===== config.mk =====
export PLATFORM = sky130hd
export DESIGN_NAME = reset_source_and_watchdog_control
export DESIGN_NICKNAME = d
export VERILOG_FILES = /design/src/design/watchdog_timer.v /design/src/design/reset_source_and_watchdog_control.v
export VERILOG_INCLUDE_DIRS = /design/src /design/src/design
export SDC_FILE = /design/constraint.sdc
export NUM_CORES = 1
export LEC_CHECK = 0
export BUFFER_PORTS_ARGS = -buffer_cell sky130_fd_sc_hd__buf_2
export CAP_MARGIN = 0
export CORE_MARGIN = 2
export CORE_UTILIZATION = 56
export CTS_BUF_LIST = sky130_fd_sc_hd__clkbuf_8
export CTS_CLUSTER_DIAMETER = 150
export DETAILED_ROUTE_END_ITERATION = 10
export PLACE_DENSITY_LB_ADDON = 0.2
export SLEW_MARGIN = 20
export SYNTH_ARGS = -nofsm -noshare
export SYNTH_HDL_FRONTEND = slang
export SYNTH_SLANG_ARGS = --single-unit

===== constraint.sdc =====
create_clock -name clk -period 7.2 [get_ports clk]
set_input_delay 1.44 -clock clk [delete_from_list [all_inputs] [get_ports clk]]
set_output_delay 1.44 -clock clk [all_outputs]
set_load 0.005 [all_outputs]

===== src/design/reset_ctrl_regs.vh =====
/*
  Constants for the reset-source and watchdog control block: register
  indices, field positions, reset values, command values and timing.
  Assumes a 100 MHz system clock and a 32-bit APB with word registers.
*/
`ifndef RESET_CTRL_REGS_VH
`define RESET_CTRL_REGS_VH

// Register indices; byte address is four times the index
`define RSRC_IDX            12'h0ef
`define WDOG_IDX            12'h0ff

// Reset-cause register fields
`define RSRC_CNV_BIT        6
`define RSRC_CMP_BIT        5
`define RSRC_SW_BIT         4
`define RSRC_WDT_BIT        3
`define RSRC_MCD_BIT        2
`define RSRC_POR_BIT        1
`define RSRC_PIN_BIT        0
`define RSRC_RESET          8'h00
`define FLAGS_POR_ONLY      7'h02

// Watchdog control fields and command values
`define WDOG_RUN_BIT        4
`define WDOG_KEEP_BIT       7
`define WDOG_INTERVAL_RESET 3'h7
`define WDOG_CMD_RELOAD     8'ha5
`define WDOG_CMD_DIS1       8'hde
`define WDOG_CMD_DIS2       8'had
`define WDOG_CMD_LOCK       8'hff
`define WDOG_DIS_WINDOW     3'h4
`define WDOG_EXP_BASE       5'h06

// Timing, in system clock cycles at 100 MHz: 220 us and 100 ms
`define RST_HOLD_CYCLES     4'hc
`define MCD_TIMEOUT_CYC     20'h055f0
`define POR_DELAY_CYC       24'h989680

`endif


===== src/design/watchdog_timer.v =====
/*
  Watchdog counter with reload, two-step disable, lock and interval select.
  Assumes writes arrive as single-cycle strobes and that the reset input
  is the synchronous system reset of the surrounding block.
*/
`timescale 1ns/1ns
`default_nettype none
`include "reset_ctrl_regs.vh"

module watchdog_timer (
    // Clock and system reset
    input  wire       clk,
    input  wire       reset_n,
    // Control register write
    input  wire       wr_stb,
    input  wire [7:0] wr_data,
    // State
    output reg        running_q,
    output reg  [2:0] interval_q,
    output reg        timeout_q
);

    reg        lock_q;
    reg        pend_q;
    reg  [2:0] win_q;
    reg [20:0] cnt_q;

    // Timeout length in clocks: 4^(3+sel) = 2^(6+2*sel)
    function [20:0] wd_limit;
        input [2:0] sel;
        begin
            wd_limit = 21'h000001 << (`WDOG_EXP_BASE + {1'b0, sel, 1'b0});
        end
    endfunction

    always @(posedge clk) begin
        if (!reset_n) begin
            running_q  <= 1'b1;
            cnt_q      <= 21'h000000;
            interval_q <= `WDOG_INTERVAL_RESET;
            lock_q     <= 1'b0;
            pend_q     <= 1'b0;
            win_q      <= 3'h0;
            timeout_q  <= 1'b0;
        end else begin
            timeout_q <= running_q && (cnt_q == wd_limit(interval_q) - 21'h000001);
            if (running_q)
                cnt_q <= (cnt_q == wd_limit(interval_q) - 21'h000001) ?
                         21'h000000 : cnt_q + 21'h000001;
            if (pend_q && !wr_stb) begin
                win_q <= win_q + 3'h1;
                if (win_q == `WDOG_DIS_WINDOW - 3'h1)
                    pend_q <= 1'b0;
            end
            if (wr_stb) begin
                pend_q <= 1'b0;
                case (wr_data)
                    `WDOG_CMD_RELOAD: begin
                        running_q <= 1'b1;
                        cnt_q     <= 21'h000000;
                    end
                    `WDOG_CMD_DIS1: begin
                        pend_q <= 1'b1;
                        win_q  <= 3'h0;
                    end
                    `WDOG_CMD_DIS2: begin
                        if (pend_q && !lock_q && win_q < `WDOG_DIS_WINDOW)
                            running_q <= 1'b0;
                    end
                    `WDOG_CMD_LOCK: begin
                        lock_q <= 1'b1;
                    end
                    default: begin
                        if (!wr_data[`WDOG_KEEP_BIT])
                            interval_q <= wr_data[2:0];
                    end
                endcase
            end
        end
    end

endmodule // watchdog_timer

`default_nettype wire


===== src/design/reset_source_and_watchdog_control.v =====
/*
  Reset-source and watchdog control with an APB register slave.
  Holds the system reset output, drives the open-drain reset pin and
  records the cause of the last reset. Assumes reset_n is the power-on
  reset and that pins and the system-clock activity toggle are async.
*/
// Design decision made here: register access over APB.
`timescale 1ns/1ns
`default_nettype none
`include "reset_ctrl_regs.vh"

module reset_source_and_watchdog_control #(
    parameter [19:0] MCD_TIMEOUT_CYCLES = `MCD_TIMEOUT_CYC,
    parameter [23:0] POR_DELAY_CYCLES   = `POR_DELAY_CYC
) (
    // Clock and power-on reset
    input  wire        clk,
    input  wire        reset_n,
    // APB slave
    input  wire        psel,
    input  wire        penable,
    input  wire        pwrite,
    input  wire [11:0] paddr,
    input  wire [31:0] pwdata,
    output reg  [31:0] prdata_q,
    output reg         pready_q,
    output reg         pslverr_q,
    // Open-drain reset pin
    input  wire        rst_pin_i,
    output reg         rst_pin_o_q,
    output reg         rst_pin_oe_n_q,
    // Reset sources
    input  wire        convert_start_input,
    input  wire        comparator_out,
    input  wire        supply_ok,
    input  wire        supply_monitor_enable_pin,
    input  wire        sysclk_alive,
    // System reset to the rest of the device
    output reg         sys_reset_n_q
);

    // Synchroniser bit positions
    localparam PIN = 0;
    localparam CNV = 1;
    localparam CMP = 2;
    localparam SOK = 3;
    localparam MON = 4;
    localparam ALV = 5;

    reg  [5:0] meta_q;
    reg  [5:0] sync_q;
    reg        alive_prev_q;

    reg  [6:0] flags_q;
    reg        cnv_en_q;
    reg        cmp_en_q;
    reg        mcd_en_q;
    reg        mon_sel_q;
    reg  [3:0] hold_q;
    reg [23:0] por_cnt_q;
    reg [19:0] mcd_cnt_q;

    wire       wd_running;
    wire [2:0] wd_interval;
    wire       wd_timeout;

    reg  [6:0] cause_d;
    reg        por_cause_d;
    reg        event_d;

    // Address match against a register index
    function addr_hit;
        input [11:0] a;
        input [11:0] idx;
        begin
            addr_hit = (a == {idx[9:0], 2'b00});
        end
    endfunction

    wire in_reset    = ~sys_reset_n_q;
    wire pin_driving = ~rst_pin_oe_n_q;
    wire wr_en       = psel & penable & pwrite & pready_q;
    wire wr_rsrc     = wr_en & addr_hit(paddr, `RSRC_IDX) & ~in_reset;
    wire wr_wdog     = wr_en & addr_hit(paddr, `WDOG_IDX) & ~in_reset;
    wire wd_reset_n  = reset_n & sys_reset_n_q;

    // Supply below threshold while the monitor is a selected source
    wire supply_fail = mon_sel_q & sync_q[MON] & ~sync_q[SOK];
    wire alive_edge  = sync_q[ALV] ^ alive_prev_q;

    wire [7:0] rsrc_rd = {1'b0, flags_q};
    wire [7:0] wdog_rd = {3'h0, wd_running, 1'b0, wd_interval};

    watchdog_timer u_watchdog (
        .clk        (clk),
        .reset_n    (wd_reset_n),
        .wr_stb     (wr_wdog),
        .wr_data    (pwdata[7:0]),
        .running_q  (wd_running),
        .interval_q (wd_interval),
        .timeout_q  (wd_timeout)
    );

    // Cause selection, highest priority first
    always @* begin
        cause_d     = 7'h00;
        por_cause_d = 1'b0;
        event_d     = 1'b1;
        if (supply_fail || (wr_rsrc && pwdata[`RSRC_PIN_BIT])) begin
            cause_d     = `FLAGS_POR_ONLY;
            por_cause_d = 1'b1;
        end else if (!sync_q[PIN]) begin
            cause_d[`RSRC_PIN_BIT] = 1'b1;
        end else if (wd_timeout) begin
            cause_d[`RSRC_WDT_BIT] = 1'b1;
        end else if (mcd_en_q && mcd_cnt_q == MCD_TIMEOUT_CYCLES) begin
            cause_d[`RSRC_MCD_BIT] = 1'b1;
        end else if (wr_rsrc && pwdata[`RSRC_SW_BIT]) begin
            cause_d[`RSRC_SW_BIT] = 1'b1;
        end else if (cmp_en_q && !sync_q[CMP]) begin
            cause_d[`RSRC_CMP_BIT] = 1'b1;
        end else if (cnv_en_q && !sync_q[CNV]) begin
            cause_d[`RSRC_CNV_BIT] = 1'b1;
        end else begin
            event_d = 1'b0;
        end
    end

    // Input synchronisers
    always @(posedge clk) begin
        if (!reset_n) begin
            meta_q       <= 6'h3f;
            sync_q       <= 6'h3f;
            alive_prev_q <= 1'b1;
        end else begin
            meta_q       <= {sysclk_alive, supply_monitor_enable_pin, supply_ok,
                             comparator_out, convert_start_input, rst_pin_i};
            sync_q       <= meta_q;
            alive_prev_q <= sync_q[ALV];
        end
    end

    // Missing-clock detector: clocks since the last system-clock activity
    always @(posedge clk) begin
        if (!reset_n || in_reset || !mcd_en_q || alive_edge)
            mcd_cnt_q <= 20'h00000;
        else if (mcd_cnt_q != MCD_TIMEOUT_CYCLES)
            mcd_cnt_q <= mcd_cnt_q + 20'h00001;
    end

    // Reset sequencing, cause flags and pin drive
    always @(posedge clk) begin
        if (!reset_n) begin
            sys_reset_n_q  <= 1'b0;
            rst_pin_oe_n_q <= 1'b0;
            rst_pin_o_q    <= 1'b0;
            por_cnt_q      <= 24'h000000;
            hold_q         <= 4'h0;
            flags_q        <= `FLAGS_POR_ONLY;
        end else begin
            rst_pin_o_q <= 1'b0;
            if (supply_fail) begin
                rst_pin_oe_n_q <= 1'b0;
                por_cnt_q      <= 24'h000000;
                sys_reset_n_q  <= 1'b0;
                hold_q         <= 4'h0;
                flags_q        <= `FLAGS_POR_ONLY;
            end else if (!in_reset) begin
                if (event_d) begin
                    sys_reset_n_q <= 1'b0;
                    hold_q        <= 4'h0;
                    flags_q       <= cause_d;
                    if (por_cause_d) begin
                        rst_pin_oe_n_q <= 1'b0;
                        por_cnt_q      <= 24'h000000;
                    end
                end
            end else if (pin_driving) begin
                if (por_cnt_q == POR_DELAY_CYCLES - 24'h000001)
                    rst_pin_oe_n_q <= 1'b1;
                else
                    por_cnt_q <= por_cnt_q + 24'h000001;
            end else if (!sync_q[PIN]) begin
                hold_q <= 4'h0;
            end else if (hold_q == `RST_HOLD_CYCLES - 4'h1) begin
                sys_reset_n_q <= 1'b1;
            end else begin
                hold_q <= hold_q + 4'h1;
            end
        end
    end

    // Reset-source enables, cleared by every system reset; the supply monitor select mon_sel_q is set to 1
    always @(posedge clk) begin
        if (!reset_n || in_reset) begin
            cnv_en_q  <= 1'b0;
            cmp_en_q  <= 1'b0;
            mcd_en_q  <= 1'b0;
            mon_sel_q <= 1'b1;
        end else if (wr_rsrc) begin
            cnv_en_q <= pwdata[`RSRC_CNV_BIT];
            cmp_en_q <= pwdata[`RSRC_CMP_BIT];
            mcd_en_q <= pwdata[`RSRC_MCD_BIT];
            if (sync_q[MON])
                mon_sel_q <= pwdata[`RSRC_POR_BIT];
        end
    end

    // APB slave: data captured in setup, ready in the access phase
    always @(posedge clk) begin
        if (!reset_n) begin
            prdata_q  <= 32'h00000000;
            pready_q  <= 1'b0;
            pslverr_q <= 1'b0;
        end else begin
            pready_q <= psel & ~penable;
            if (psel && !penable) begin
                if (addr_hit(paddr, `RSRC_IDX)) begin
                    prdata_q  <= {24'h000000, rsrc_rd};
                    pslverr_q <= 1'b0;
                end else if (addr_hit(paddr, `WDOG_IDX)) begin
                    prdata_q  <= {24'h000000, wdog_rd};
                    pslverr_q <= 1'b0;
                end else begin
                    prdata_q  <= 32'h00000000;
                    pslverr_q <= 1'b1;
                end
            end else if (!psel) begin
                pslverr_q <= 1'b0;
            end
        end
    end

endmodule // reset_source_and_watchdog_control

`default_nettype wire


==> results.sh, run 1 <==
export IMPL_final_cells=836
export IMPL_vias=4571
export IMPL_globalplace_congestion=0.853
export IMPL_core_mm2=0.00964
export IMPL_fp_dieW_um=103
export IMPL_grt_pass1_vias=4138
export IMPL_htreeDepth=4
export IMPL_netlist_area_mm2=0.00550
export IMPL_seq_area_frac_synth_pct=41.5
export IMPL_fin_crit_ns=3.79
export IMPL_cts_buffer_depth=2
export IMPL_drtIter0Drc=209
export IMPL_cts_buffers=17
export IMPL_antenna_found_initial=0
export IMPL_finalMaxSlewViolations=0
export IMPL_wire_per_inst_um=13.3
export IMPL_reg2regPathDepth=6
export IMPL_max_freq_mhz=264
export IMPL_synth_edff_count=0
export IMPL_first_pass_iters=4
export IMPL_start_util_pct=57.0
export IMPL_grt_use_total_pct=22.1
export IMPL_drc=0
export IMPL_maxSlewHeadroom_pct=36.7
export IMPL_power_density_mw_per_mm2=212
export IMPL_skew_ns=0.00858
export IMPL_hold_violations=0
export IMPL_clk_pin_slew_worst_paths_ns=0.07
export IMPL_synth_main_ff_cell="dfxtp_1"
export IMPL_hold_depth=1
export IMPL_ys_ff_latch=114
export IMPL_postCtsSetupBuffers=0
export IMPL_crit_chain="buf_2, nand4bb_1, nor4_2, a21oi_1, or3_1, or4_1, a21oi_1"
export IMPL_drtAntennaViolNets=0
export IMPL_nNetsFinal=753
export IMPL_syn_to_final_growth_pct=10.9
export IMPL_fin_tns_setup_ns=0
export IMPL_status="completed"
export IMPL_synth_async_reset_ratio_pct=0
export IMPL_min_to="sync_q[0]"
export IMPL_gr_total_overflow=0
export IMPL_slowest_delay_ns=0.71
export IMPL_path_class="in2reg"
export IMPL_grt_max_degree=28
export IMPL_hpwl_um=8040
export IMPL_dp_cells=805
export IMPL_synth_area_per_cell_um2=8.42
export IMPL_worstPathArrival_ns=4.15
export IMPL_r2r_start="sys_reset_n_q"
export IMPL_num_io_pins=92
export IMPL_ys_warn_count=0
export IMPL_startpoint_type="input pin"
export IMPL_viasPerCell=5.47
export IMPL_die_area_mm2=0.0106
export IMPL_p_leak_nw=2.21
export IMPL_cts_sinks=114
export IMPL_io_buffers=41
export IMPL_crit_top_cell="a21oi_1"
export IMPL_drv_cap=0
export IMPL_die_height_um=103
export IMPL_crit_path_end_kind="register"
export IMPL_worstHoldPathType="reg2reg"
export IMPL_regToRegSetupSlack_ns=3.85
export IMPL_clkLatencyLatePin_ns=0.43
export IMPL_min_from="meta_q[0]"
export IMPL_grt_pass1_wl_um=18400
export IMPL_synth_distinct_cells=59
export IMPL_wl_um=11100
export IMPL_holdBufCountCts=0
export IMPL_finalSetupViolCount=0
export IMPL_cts_resized=0
export IMPL_synth_cells=653
export IMPL_utilization_pct=63.3
export IMPL_critical_path_peak_fanout=20
export IMPL_ir_drop_uv=123
export IMPL_antennaDiodeCount=0
export IMPL_cp_data_required_time_ns=7.56
export IMPL_crit_buf_inv=1
export IMPL_fin_crit_sh_pct=52.7
export IMPL_rsz0062_at_grt="no"
export IMPL_worst_pin_slew_ns=0.949
export IMPL_path_delay_family="simple AND/OR/NAND/NOR gates"
export IMPL_cts_tree="done"
export IMPL_r2r_end="por_cnt_q[18]"
export IMPL_row_count=36
export IMPL_drive_gt1_share_pct=11.9
export IMPL_cts_root_buf="clkbuf_8"
export IMPL_critPathSlowestCell="or3_1"
[how the worst max path moves through the flow]
| stage | cells past startpoint | startpoint | to |
|---|---|---|---|
| finish | 7 | paddr[0] | por_cnt_q[18] |
| global route | 7 | paddr[0] | por_cnt_q[18] |
| CTS | 7 | paddr[0] | por_cnt_q[18] |
| detailed placement | 7 | paddr[0] | por_cnt_q[18] |
| global placement | 7 | paddr[0] | por_cnt_q[18] |
| floorplan | 8 | paddr[10] | u_watchdog.win_q[0] |
[kinds of logic (layout without fill, tap and decap cells)]
logic type | Yosys count | count (layout) | synth area share, %
AOI/OAI and AO/OA | 84 | 84 | 9.97
xor gates and xnor gates | 44 | 44 | 7.01
adders and majority gates | 7 | 7 | 1.59
and+or+nand+nor | 331 | 331 | 31.4
buffers and inverters | 60 | 85 | 6.23
DFF | 114 | 114 | 41.5
other | 1 | 26 | 0.0682
muxes | 12 | 12 | 2.18
[per-stage QoR]
stage | instance area [um^2] | power, mW | setup WS (ns) | hold WS, ns
2_1_floorplan | 5590 | 0.686 | 3.76 | 0.386
4_1_cts | 6090 | 1.31 | 3.47 | 0.405
5_1_grt | 6100 | 1.34 | 3.20 | 0.434
6_report | 6100 | 1.29 | 3.41 | 0.403
3_3_place_gp | 5670 | 0.692 | 3.07 | 0.390
3_5_place_dp | 5670 | 0.694 | 3.01 | 0.391
[Yosys cell counts, types with 5 or more instances]
cell type,n,area [um^2]
buf_4,26,195
nor4_1,11,68.8
clkbuf_1,15,56.3
o211ai_1,6,45.0
nand2b_1,18,113
nor2b_1,14,87.6
or3_1,15,93.8
and2_1,7,43.8
o21ai_0,21,105
xnor2_1,19,166
nand3_1,47,235
ha_1,7,87.6
inv_1,12,45.0
dfxtp_1,114,2280
xor2_1,25,219
a21oi_1,28,140
nand4_1,16,100
mux2i_1,12,120
nand2_1,58,218
or4_1,8,60.1
o31ai_1,5,37.5
nor3_1,23,115
and3_1,8,50.1
nor2_1,79,297
[cells in the final DEF (no fill, tap or decap), types with 10 or more instances in the layout]
cell type,synthesis,final
conb_1,1,26
nand4_1,16,16
nor2b_1,14,14
xor2_1,25,25
nor2_1,79,79
xnor2_1,19,19
nor4_1,11,10
inv_1,12,15
o21ai_0,21,21
nor3_1,23,23
a21oi_1,28,28
or3_1,15,15
buf_2,4,41
mux2i_1,12,12
nand3_1,47,47
nand2_1,58,58
dfxtp_1,114,114
clkbuf_8,0,25
nand2b_1,18,18
[report_power, final]
part / internal (mW) / switching [mW] / leakage [nW] / total [mW]
Combinational: 0.0149 / 0.0260 / 1.06 / 0.0409
Sequential: 0.636 / 0.00328 / 0.922 / 0.639
Clock: 0.376 / 0.237 / 0.228 / 0.613
Total: 1.03 / 0.266 / 2.21 / 1.29
[metal layers]
metal | GRT usage (%) | wire, um
met5 | 0 | 0
met2 | 35.0 | 5070
met4 | 8.30 | 160
met1 | 28.6 | 5280
met3 | 6.37 | 636
[registers in the layout (all words and copies together), names as in the netlist]
signal and cells:
u_watchdog.running_q 1, sys_reset_n_q 1, meta_q 6, mcd_cnt_q 20, rst_pin_oe_n_q 1, flags_q 7
pslverr_q 1, alive_prev_q 1, hold_q 4, por_cnt_q 24, sync_q 6, mon_sel_q 1
prdata_q 7, mcd_en_q 1, u_watchdog.win_q 3, u_watchdog.timeout_q 1, u_watchdog.lock_q 1, cnv_en_q 1
u_watchdog.pend_q 1, u_watchdog.interval_q 3, pready_q 1, u_watchdog.cnt_q 21, cmp_en_q 1
[final cells by class]
type	instances	area [um^2]
fillers	852	3540
inverters	12	45.0
flip-flops and latches	114	2280
well taps	133	166
multi-input cells	504	2970
repair buffers	42	213
clock buffers	25	344
clock inverters	6	76.3
Note: power is estimated with default switching activity, not from simulation.
==> run 2, diff against run 1 <==
- ABC_AREA: unset -> 1
- CORE_UTILIZATION: 56 -> 54
- clock period: 7.2 -> 3.2 ns (I/O delays scaled with it)
==> run 2 against run 1 <==
Critical path depth up 3. Worst setup slack worse by 2.6 ns. Die area up 16%. Worst hold slack worse by 0.025 ns.
==> results.sh, run 2 <==
export IMPL_die_height_um=111
export IMPL_drive_gt1_share_pct=12.3
export IMPL_ys_ff_latch=114
export IMPL_p_leak_nw=2.81
export IMPL_gr_total_overflow=0
export IMPL_maxSlewHeadroom_pct=47.5
export IMPL_largest_reg_flops=24
export IMPL_critical_path_peak_fanout=24
export IMPL_ys_warn_count=0
export IMPL_critPathSlowestCell="dfxtp_1"
export IMPL_startpoint_type="register"
export IMPL_first_pass_iters=5
export IMPL_hpwl_um=9640
export IMPL_fin_crit_ns=2.34
export IMPL_worstHoldPathType="in2reg"
export IMPL_clkLatencyLatePin_ns=0.45
export IMPL_cp_data_required_time_ns=3.49
export IMPL_cts_root_buf="clkbuf_8"
export IMPL_antenna_found_initial=0
export IMPL_die_area_mm2=0.0123
export IMPL_clkPwrFrac_pct=45.8
export IMPL_finalMaxSlewViolations=0
export IMPL_layout_cells_most_common_list="nand2_1, nor2_1, dfxtp_1, inv_1, nand3_1"
export IMPL_crit_buf_inv=1
export IMPL_synthMuxAreaShare_pct=0
export IMPL_path_delay_family="simple AND/OR/NAND/NOR gates"
export IMPL_regToRegSetupSlack_ns=0.86
export IMPL_fin_tns_setup_ns=0
export IMPL_ir_drop_uv=331
export IMPL_wl_um=13200
export IMPL_wire_per_inst_um=11.8
export IMPL_synthSimpleGateAreaFrac_pct=36.1
export IMPL_regMostFlops="por_cnt_q"
export IMPL_fin_ws_ns=0.857
export IMPL_syn_to_final_growth_pct=9.77
export IMPL_grt_max_degree=25
export IMPL_io_buffers=41
export IMPL_largestRegisters="por_cnt_q x24, u_watchdog.cnt_q x21, mcd_cnt_q x20"
export IMPL_drv_cap=0
export IMPL_cts_sinks=114
export IMPL_cts_resized=0
export IMPL_final_cells=1115
export IMPL_intPower_mw=2.17
export IMPL_nNetsFinal=1022
export IMPL_netlist_area_mm2=0.00616
export IMPL_critical_path_depth=10
export IMPL_p_switching_mw=0.683
export IMPL_crit_path_start="por_cnt_q[0]"
export IMPL_start_util_pct=54.7
export IMPL_grt_pass1_vias=5014
export IMPL_status="completed"
export IMPL_synth_top_area_share_pct=37.0
export IMPL_yosysMostFrequentCell="nand2_1"
export IMPL_yosys_top_cells_count="nand2_1, nor2_1, dfxtp_1"
export IMPL_antennaDiodeCount=0
export IMPL_synth_adder_area_share_pct=1.42
export IMPL_path_class="reg2reg"
export IMPL_synth_top_area_cell="dfxtp_1"
export IMPL_row_count=39
export IMPL_worstPathArrival_ns=2.64
export IMPL_synth_distinct_cells=40
export IMPL_fp_dieW_um=111
export IMPL_synth_cells=915
export IMPL_vias=5613
export IMPL_synth_area_leaders="dfxtp_1, nand2_1, nor2_1"
export IMPL_reg2regPathDepth=10
export IMPL_grt_pass1_wl_um=22600
export IMPL_crit_path_end_kind="register"
export IMPL_p_comb_share_pct=3.5
export IMPL_r2r_start="por_cnt_q[0]"
export IMPL_synth_top_family_by_area="simple AND/OR/NAND/NOR gates"
export IMPL_power_density_mw_per_mm2=422
export IMPL_max_freq_mhz=427
export IMPL_globalplace_congestion=0.982
export IMPL_fill_cells=1123
export IMPL_synth_area_per_cell_um2=6.73
export IMPL_viasPerCell=5.03
export IMPL_postCtsSetupBuffers=0
export IMPL_rsz0062_at_grt="no"
export IMPL_worst_pin_slew_ns=0.786
export IMPL_r2r_end="por_cnt_q[7]"
export IMPL_synth_compound_area_share_pct=9.69
export IMPL_slowest_delay_ns=0.43
export IMPL_holdBufCountCts=0
export IMPL_clk_pin_slew_worst_paths_ns=0.07
export IMPL_synth_edff_count=0
export IMPL_cts_tree="done"
export IMPL_crit_top_cell="nor2_2"
export IMPL_hold_slack_ns=0.378
export IMPL_fin_crit_sh_pct=73.2
export IMPL_hold_violations=0
export IMPL_crit_chain="ha_1, nand2_2, nor3_4, nand3_2, nor2_2, nor2_2, nand2_4, inv_2, nand2_1, a21oi_1"
export IMPL_finalSetupViolCount=0
export IMPL_seq_area_frac_synth_pct=37.0
export IMPL_grt_use_total_pct=22.2
export IMPL_p_seq_share_pct=50.7
export IMPL_cts_buffer_depth=2
export IMPL_cp_endpoint="por_cnt_q[7]"
export IMPL_cts_buffers=17
export IMPL_power_mw=2.85
export IMPL_final_common_cell="nand2_1"
export IMPL_core_mm2=0.0113
export IMPL_skew_ns=0.0121
export IMPL_synth_main_ff_cell="dfxtp_1"
export IMPL_dp_cells=1084
export IMPL_pre_cts_ws_ns=0.698
export IMPL_synth_async_reset_ratio_pct=0
export IMPL_num_io_pins=92
export IMPL_swShare_pct=23.9
export IMPL_drtIter0Drc=269
export IMPL_htreeDepth=4
export IMPL_drtAntennaViolNets=0
export IMPL_drc=0
export IMPL_synth_xor_area_share_pct=3.70
==> run 2: changes by cell type in the layout (fill, tap and decap cells not counted), sizes merged, moves of 14 or more <==
| cell | change |
|---|---|
| nand2 | +135 |
| inv | +103 |
| nor2 | +71 |
| a21oi | +31 |
| nand3 | +24 |
| nand2b | -18 |
| or3 | -16 |
| nor2b | -14 |
==> run 2: layer usage <==
layer	vias up	GRT usage, %	wire length, um	part of all wire (%)
li1	2984	-	-	-
met1	2492	29.2	6410	49
met2	122	35.6	6000	45
met3	15	6.72	608	4.6
met4	0	6.25	165	1.3
met5	-	0	0	0
==> run 2: how the worst min path moves through the flow <==
stage	start	endpoint	slack (ns)	depth (start not counted)
2_1_floorplan	meta_q[0]	sync_q[0]	0.39	1
3_3_place_gp	meta_q[0]	sync_q[0]	0.40	1
3_5_place_dp	meta_q[1]	sync_q[1]	0.40	1
4_1_cts	sysclk_alive	meta_q[5]	0.35	2
5_1_grt	comparator_out	meta_q[2]	0.35	2
6_report	rst_pin_i	meta_q[0]	0.38	2
==> run 2: cell type report <==
type	count	area, um^2	share of cell area, %
clock buffers	21	289	4.27
flip-flops and latches	114	2280	33.7
inverters	118	443	6.55
multi-input cells	664	3230	47.8
clock inverters	10	104	1.54
repair buffers	45	235	3.48
well taps	143	179	2.65
==> run 2: cells by family (layout without fill, tap and decap cells) <==
kind of cell	after synthesis	in the layout
AOI/OAI and AO/OA	110	110
buffers and inverters	162	194
DFF	114	114
xor gates and xnor gates	26	26
other	1	26
adders and majority gates	7	7
and+or+nand+nor	495	495
==> run 2: power by group through the flow <==
stage | clock network [mW] | registers (mW) | logic [mW]
6_report | 1.31 | 1.45 | 0.100
5_1_grt | 1.40 | 1.45 | 0.114
4_1_cts | 1.34 | 1.45 | 0.100
3_5_place_dp | 0 | 1.48 | 0.0999
3_3_place_gp | 0 | 1.48 | 0.0987
2_1_floorplan | 0 | 1.48 | 0.0818
==> run 2: metrics by stage <==
| step | utilization [%] | cell area (um^2) |
|---|---|---|
| after floorplan | - | 6260 |
| after global placement | 56.5 | 6370 |
| after detailed placement | 56.5 | 6370 |
| after CTS | 60.0 | 6760 |
| after global routing | 60.0 | 6760 |
| final | 60.0 | 6760 |
==> run 3, diff against run 2 <==
- clock period: 3.2 -> 2 ns (I/O delays scaled with it)
==> run 3 against run 2 <==
Design area increased by 4.1%. Flip-flop and latch count unchanged. Count of clock-buffer cells in the layout decreased by 2. Clock skew decreased by 0.00088 ns. Maximum frequency increased by 29%. Sequential power increased by 59%. Critical endpoint is now mcd_cnt_q[18].
==> results.sh, run 3 (synthesis results as in run 2) <==
export IMPL_status="completed"
export IMPL_regToRegSetupSlack_ns=0.19
export IMPL_drv_cap=0
export IMPL_worstHoldPathType="in2reg"
export IMPL_swShare_pct=23.2
export IMPL_hold_slack_ns=0.142
export IMPL_worst_pin_slew_ns=0.737
export IMPL_p_seq_share_pct=48.5
export IMPL_grt_pass1_wl_um=23500
export IMPL_grt_pass1_vias=5324
export IMPL_cts_sinks=114
export IMPL_wl_um=13600
export IMPL_reg2regPathDepth=10
export IMPL_num_io_pins=92
export IMPL_critical_path_peak_fanout=5
export IMPL_first_pass_iters=6
export IMPL_min_to="meta_q[2]"
export IMPL_clkPwrFrac_pct=47.9
export IMPL_regMostFlops="por_cnt_q"
export IMPL_largestRegisters="por_cnt_q x24, u_watchdog.cnt_q x21, mcd_cnt_q x20"
export IMPL_die_height_um=111
export IMPL_fp_dieW_um=111
export IMPL_hpwl_um=10200
export IMPL_antenna_found_initial=0
export IMPL_die_area_mm2=0.0123
export IMPL_fin_tns_setup_ns=0
export IMPL_fin_crit_ns=1.81
export IMPL_grt_use_total_pct=23.0
export IMPL_holdBufCountCts=0
export IMPL_drtIter0Drc=275
export IMPL_drive_gt1_share_pct=15.6
export IMPL_maxSlewHeadroom_pct=50.8
export IMPL_ir_drop_uv=824
export IMPL_intPower_mw=3.66
export IMPL_max_freq_mhz=552
export IMPL_grt_max_degree=24
export IMPL_dp_cells=1111
export IMPL_crit_path_end_kind="register"
export IMPL_cts_root_buf="clkbuf_8"
export IMPL_crit_path_start="mcd_cnt_q[0]"
export IMPL_viasPerCell=5.03
export IMPL_finalMaxSlewViolations=0
export IMPL_skew_ns=0.0112
export IMPL_cts_buffer_depth=2
export IMPL_cp_data_required_time_ns=2.37
export IMPL_drc=0
export IMPL_rsz0062_at_grt="no"
export IMPL_startpoint_type="register"
export IMPL_cts_tree="done"
export IMPL_p_switching_mw=1.10
export IMPL_p_comb_share_pct=3.6
export IMPL_nNetsFinal=1051
export IMPL_worstPathArrival_ns=2.19
export IMPL_final_common_cell="nand2_1"
export IMPL_htreeDepth=4
export IMPL_r2r_end="mcd_cnt_q[18]"
export IMPL_wire_per_inst_um=11.8
export IMPL_fin_crit_sh_pct=90.6
export IMPL_clkLatencyLatePin_ns=0.44
export IMPL_globalplace_congestion=0.974
export IMPL_p_leak_nw=2.97
export IMPL_min_from="comparator_out"
export IMPL_r2r_start="mcd_cnt_q[0]"
export IMPL_cts_buffers=17
export IMPL_layout_cells_most_common_list="nand2_1, nor2_1, inv_1, dfxtp_1, nand3_1"
export IMPL_antennaDiodeCount=0
export IMPL_start_util_pct=54.7
export IMPL_hold_depth=2
export IMPL_drtAntennaViolNets=0
export IMPL_row_count=39
export IMPL_core_mm2=0.0113
export IMPL_path_class="reg2reg"
export IMPL_finalSetupViolCount=0
export IMPL_hold_violations=0
export IMPL_final_cells=1145
export IMPL_gr_total_overflow=0
export IMPL_io_buffers=41
export IMPL_syn_to_final_growth_pct=14.2
export IMPL_vias=5756
export IMPL_power_density_mw_per_mm2=676
export IMPL_clk_pin_slew_worst_paths_ns=0.07
export IMPL_largest_reg_flops=24
run 3: power by group through the flow:
stage | combinational, mW | sequential, mW | clock (mW)
6_report | 0.172 | 2.31 | 2.28
5_1_grt | 0.195 | 2.31 | 2.41
4_1_cts | 0.172 | 2.31 | 2.32
3_5_place_dp | 0.171 | 2.36 | 0
3_3_place_gp | 0.169 | 2.36 | 0
2_1_floorplan | 0.131 | 2.36 | 0
run 3: final cells by class:
cell class	count	area, um^2
fillers	1077	4230
multi-input cells	664	3250
flip-flops and latches	114	2280
repair buffers	74	465
inverters	118	443
clock buffers	19	262
well taps	143	179
clock inverters	13	159
run 3: critical path, cell delays in order, from the launching register on:
cell	delay, ns
dfxtp_2	0.36
ha_1	0.21
nand2_1	0.07
inv_1	0.09
nand2_1	0.13
nor2_4	0.17
nand2_1	0.11
nor2_1	0.15
nand4_1	0.13
or2_0	0.21
a21oi_1	0.12
run 3: worst max-delay path by stage:
stage / end / slack [ns] / depth (start not counted)
final: mcd_cnt_q[18] / 0.19 / 10
after global routing: hold_q[2] / 0.005 / 10
after CTS: u_watchdog.cnt_q[20] / 0.1 / 11
after detailed placement: u_watchdog.cnt_q[9] / 0.11 / 12
after global placement: u_watchdog.cnt_q[9] / 0.13 / 12
after floorplan: por_cnt_q[20] / 0.28 / 11
run 3: layer usage:
metal  up-vias  routed length [um]  track usage (%)
li1       3045                   -                -
met1      2575                6580             29.7
met2       121                6200             37.8
met3        15                 623             5.80
met4         0                 150             7.42
met5         -                   0                0
run 3: what timing repair did:
action | in CTS | in global routing
hold endpoints to repair | 0 | 0
setup buffers | 0 | 2
gates resized for setup | 0 | 7
setup endpoints to repair | 0 | 8
run 3: per-stage QoR:
step | cell area (um^2) | power [mW] | setup slack, ns | util (%)
after floorplan | 6260 | 2.49 | 0.278 | -
after global placement | 6590 | 2.53 | 0.131 | 58.4
after detailed placement | 6590 | 2.53 | 0.112 | 58.4
after CTS | 7010 | 4.80 | 0.0985 | 62.2
after global routing | 7040 | 4.92 | 0.00464 | 62.4
final | 7040 | 4.76 | 0.187 | 62.4
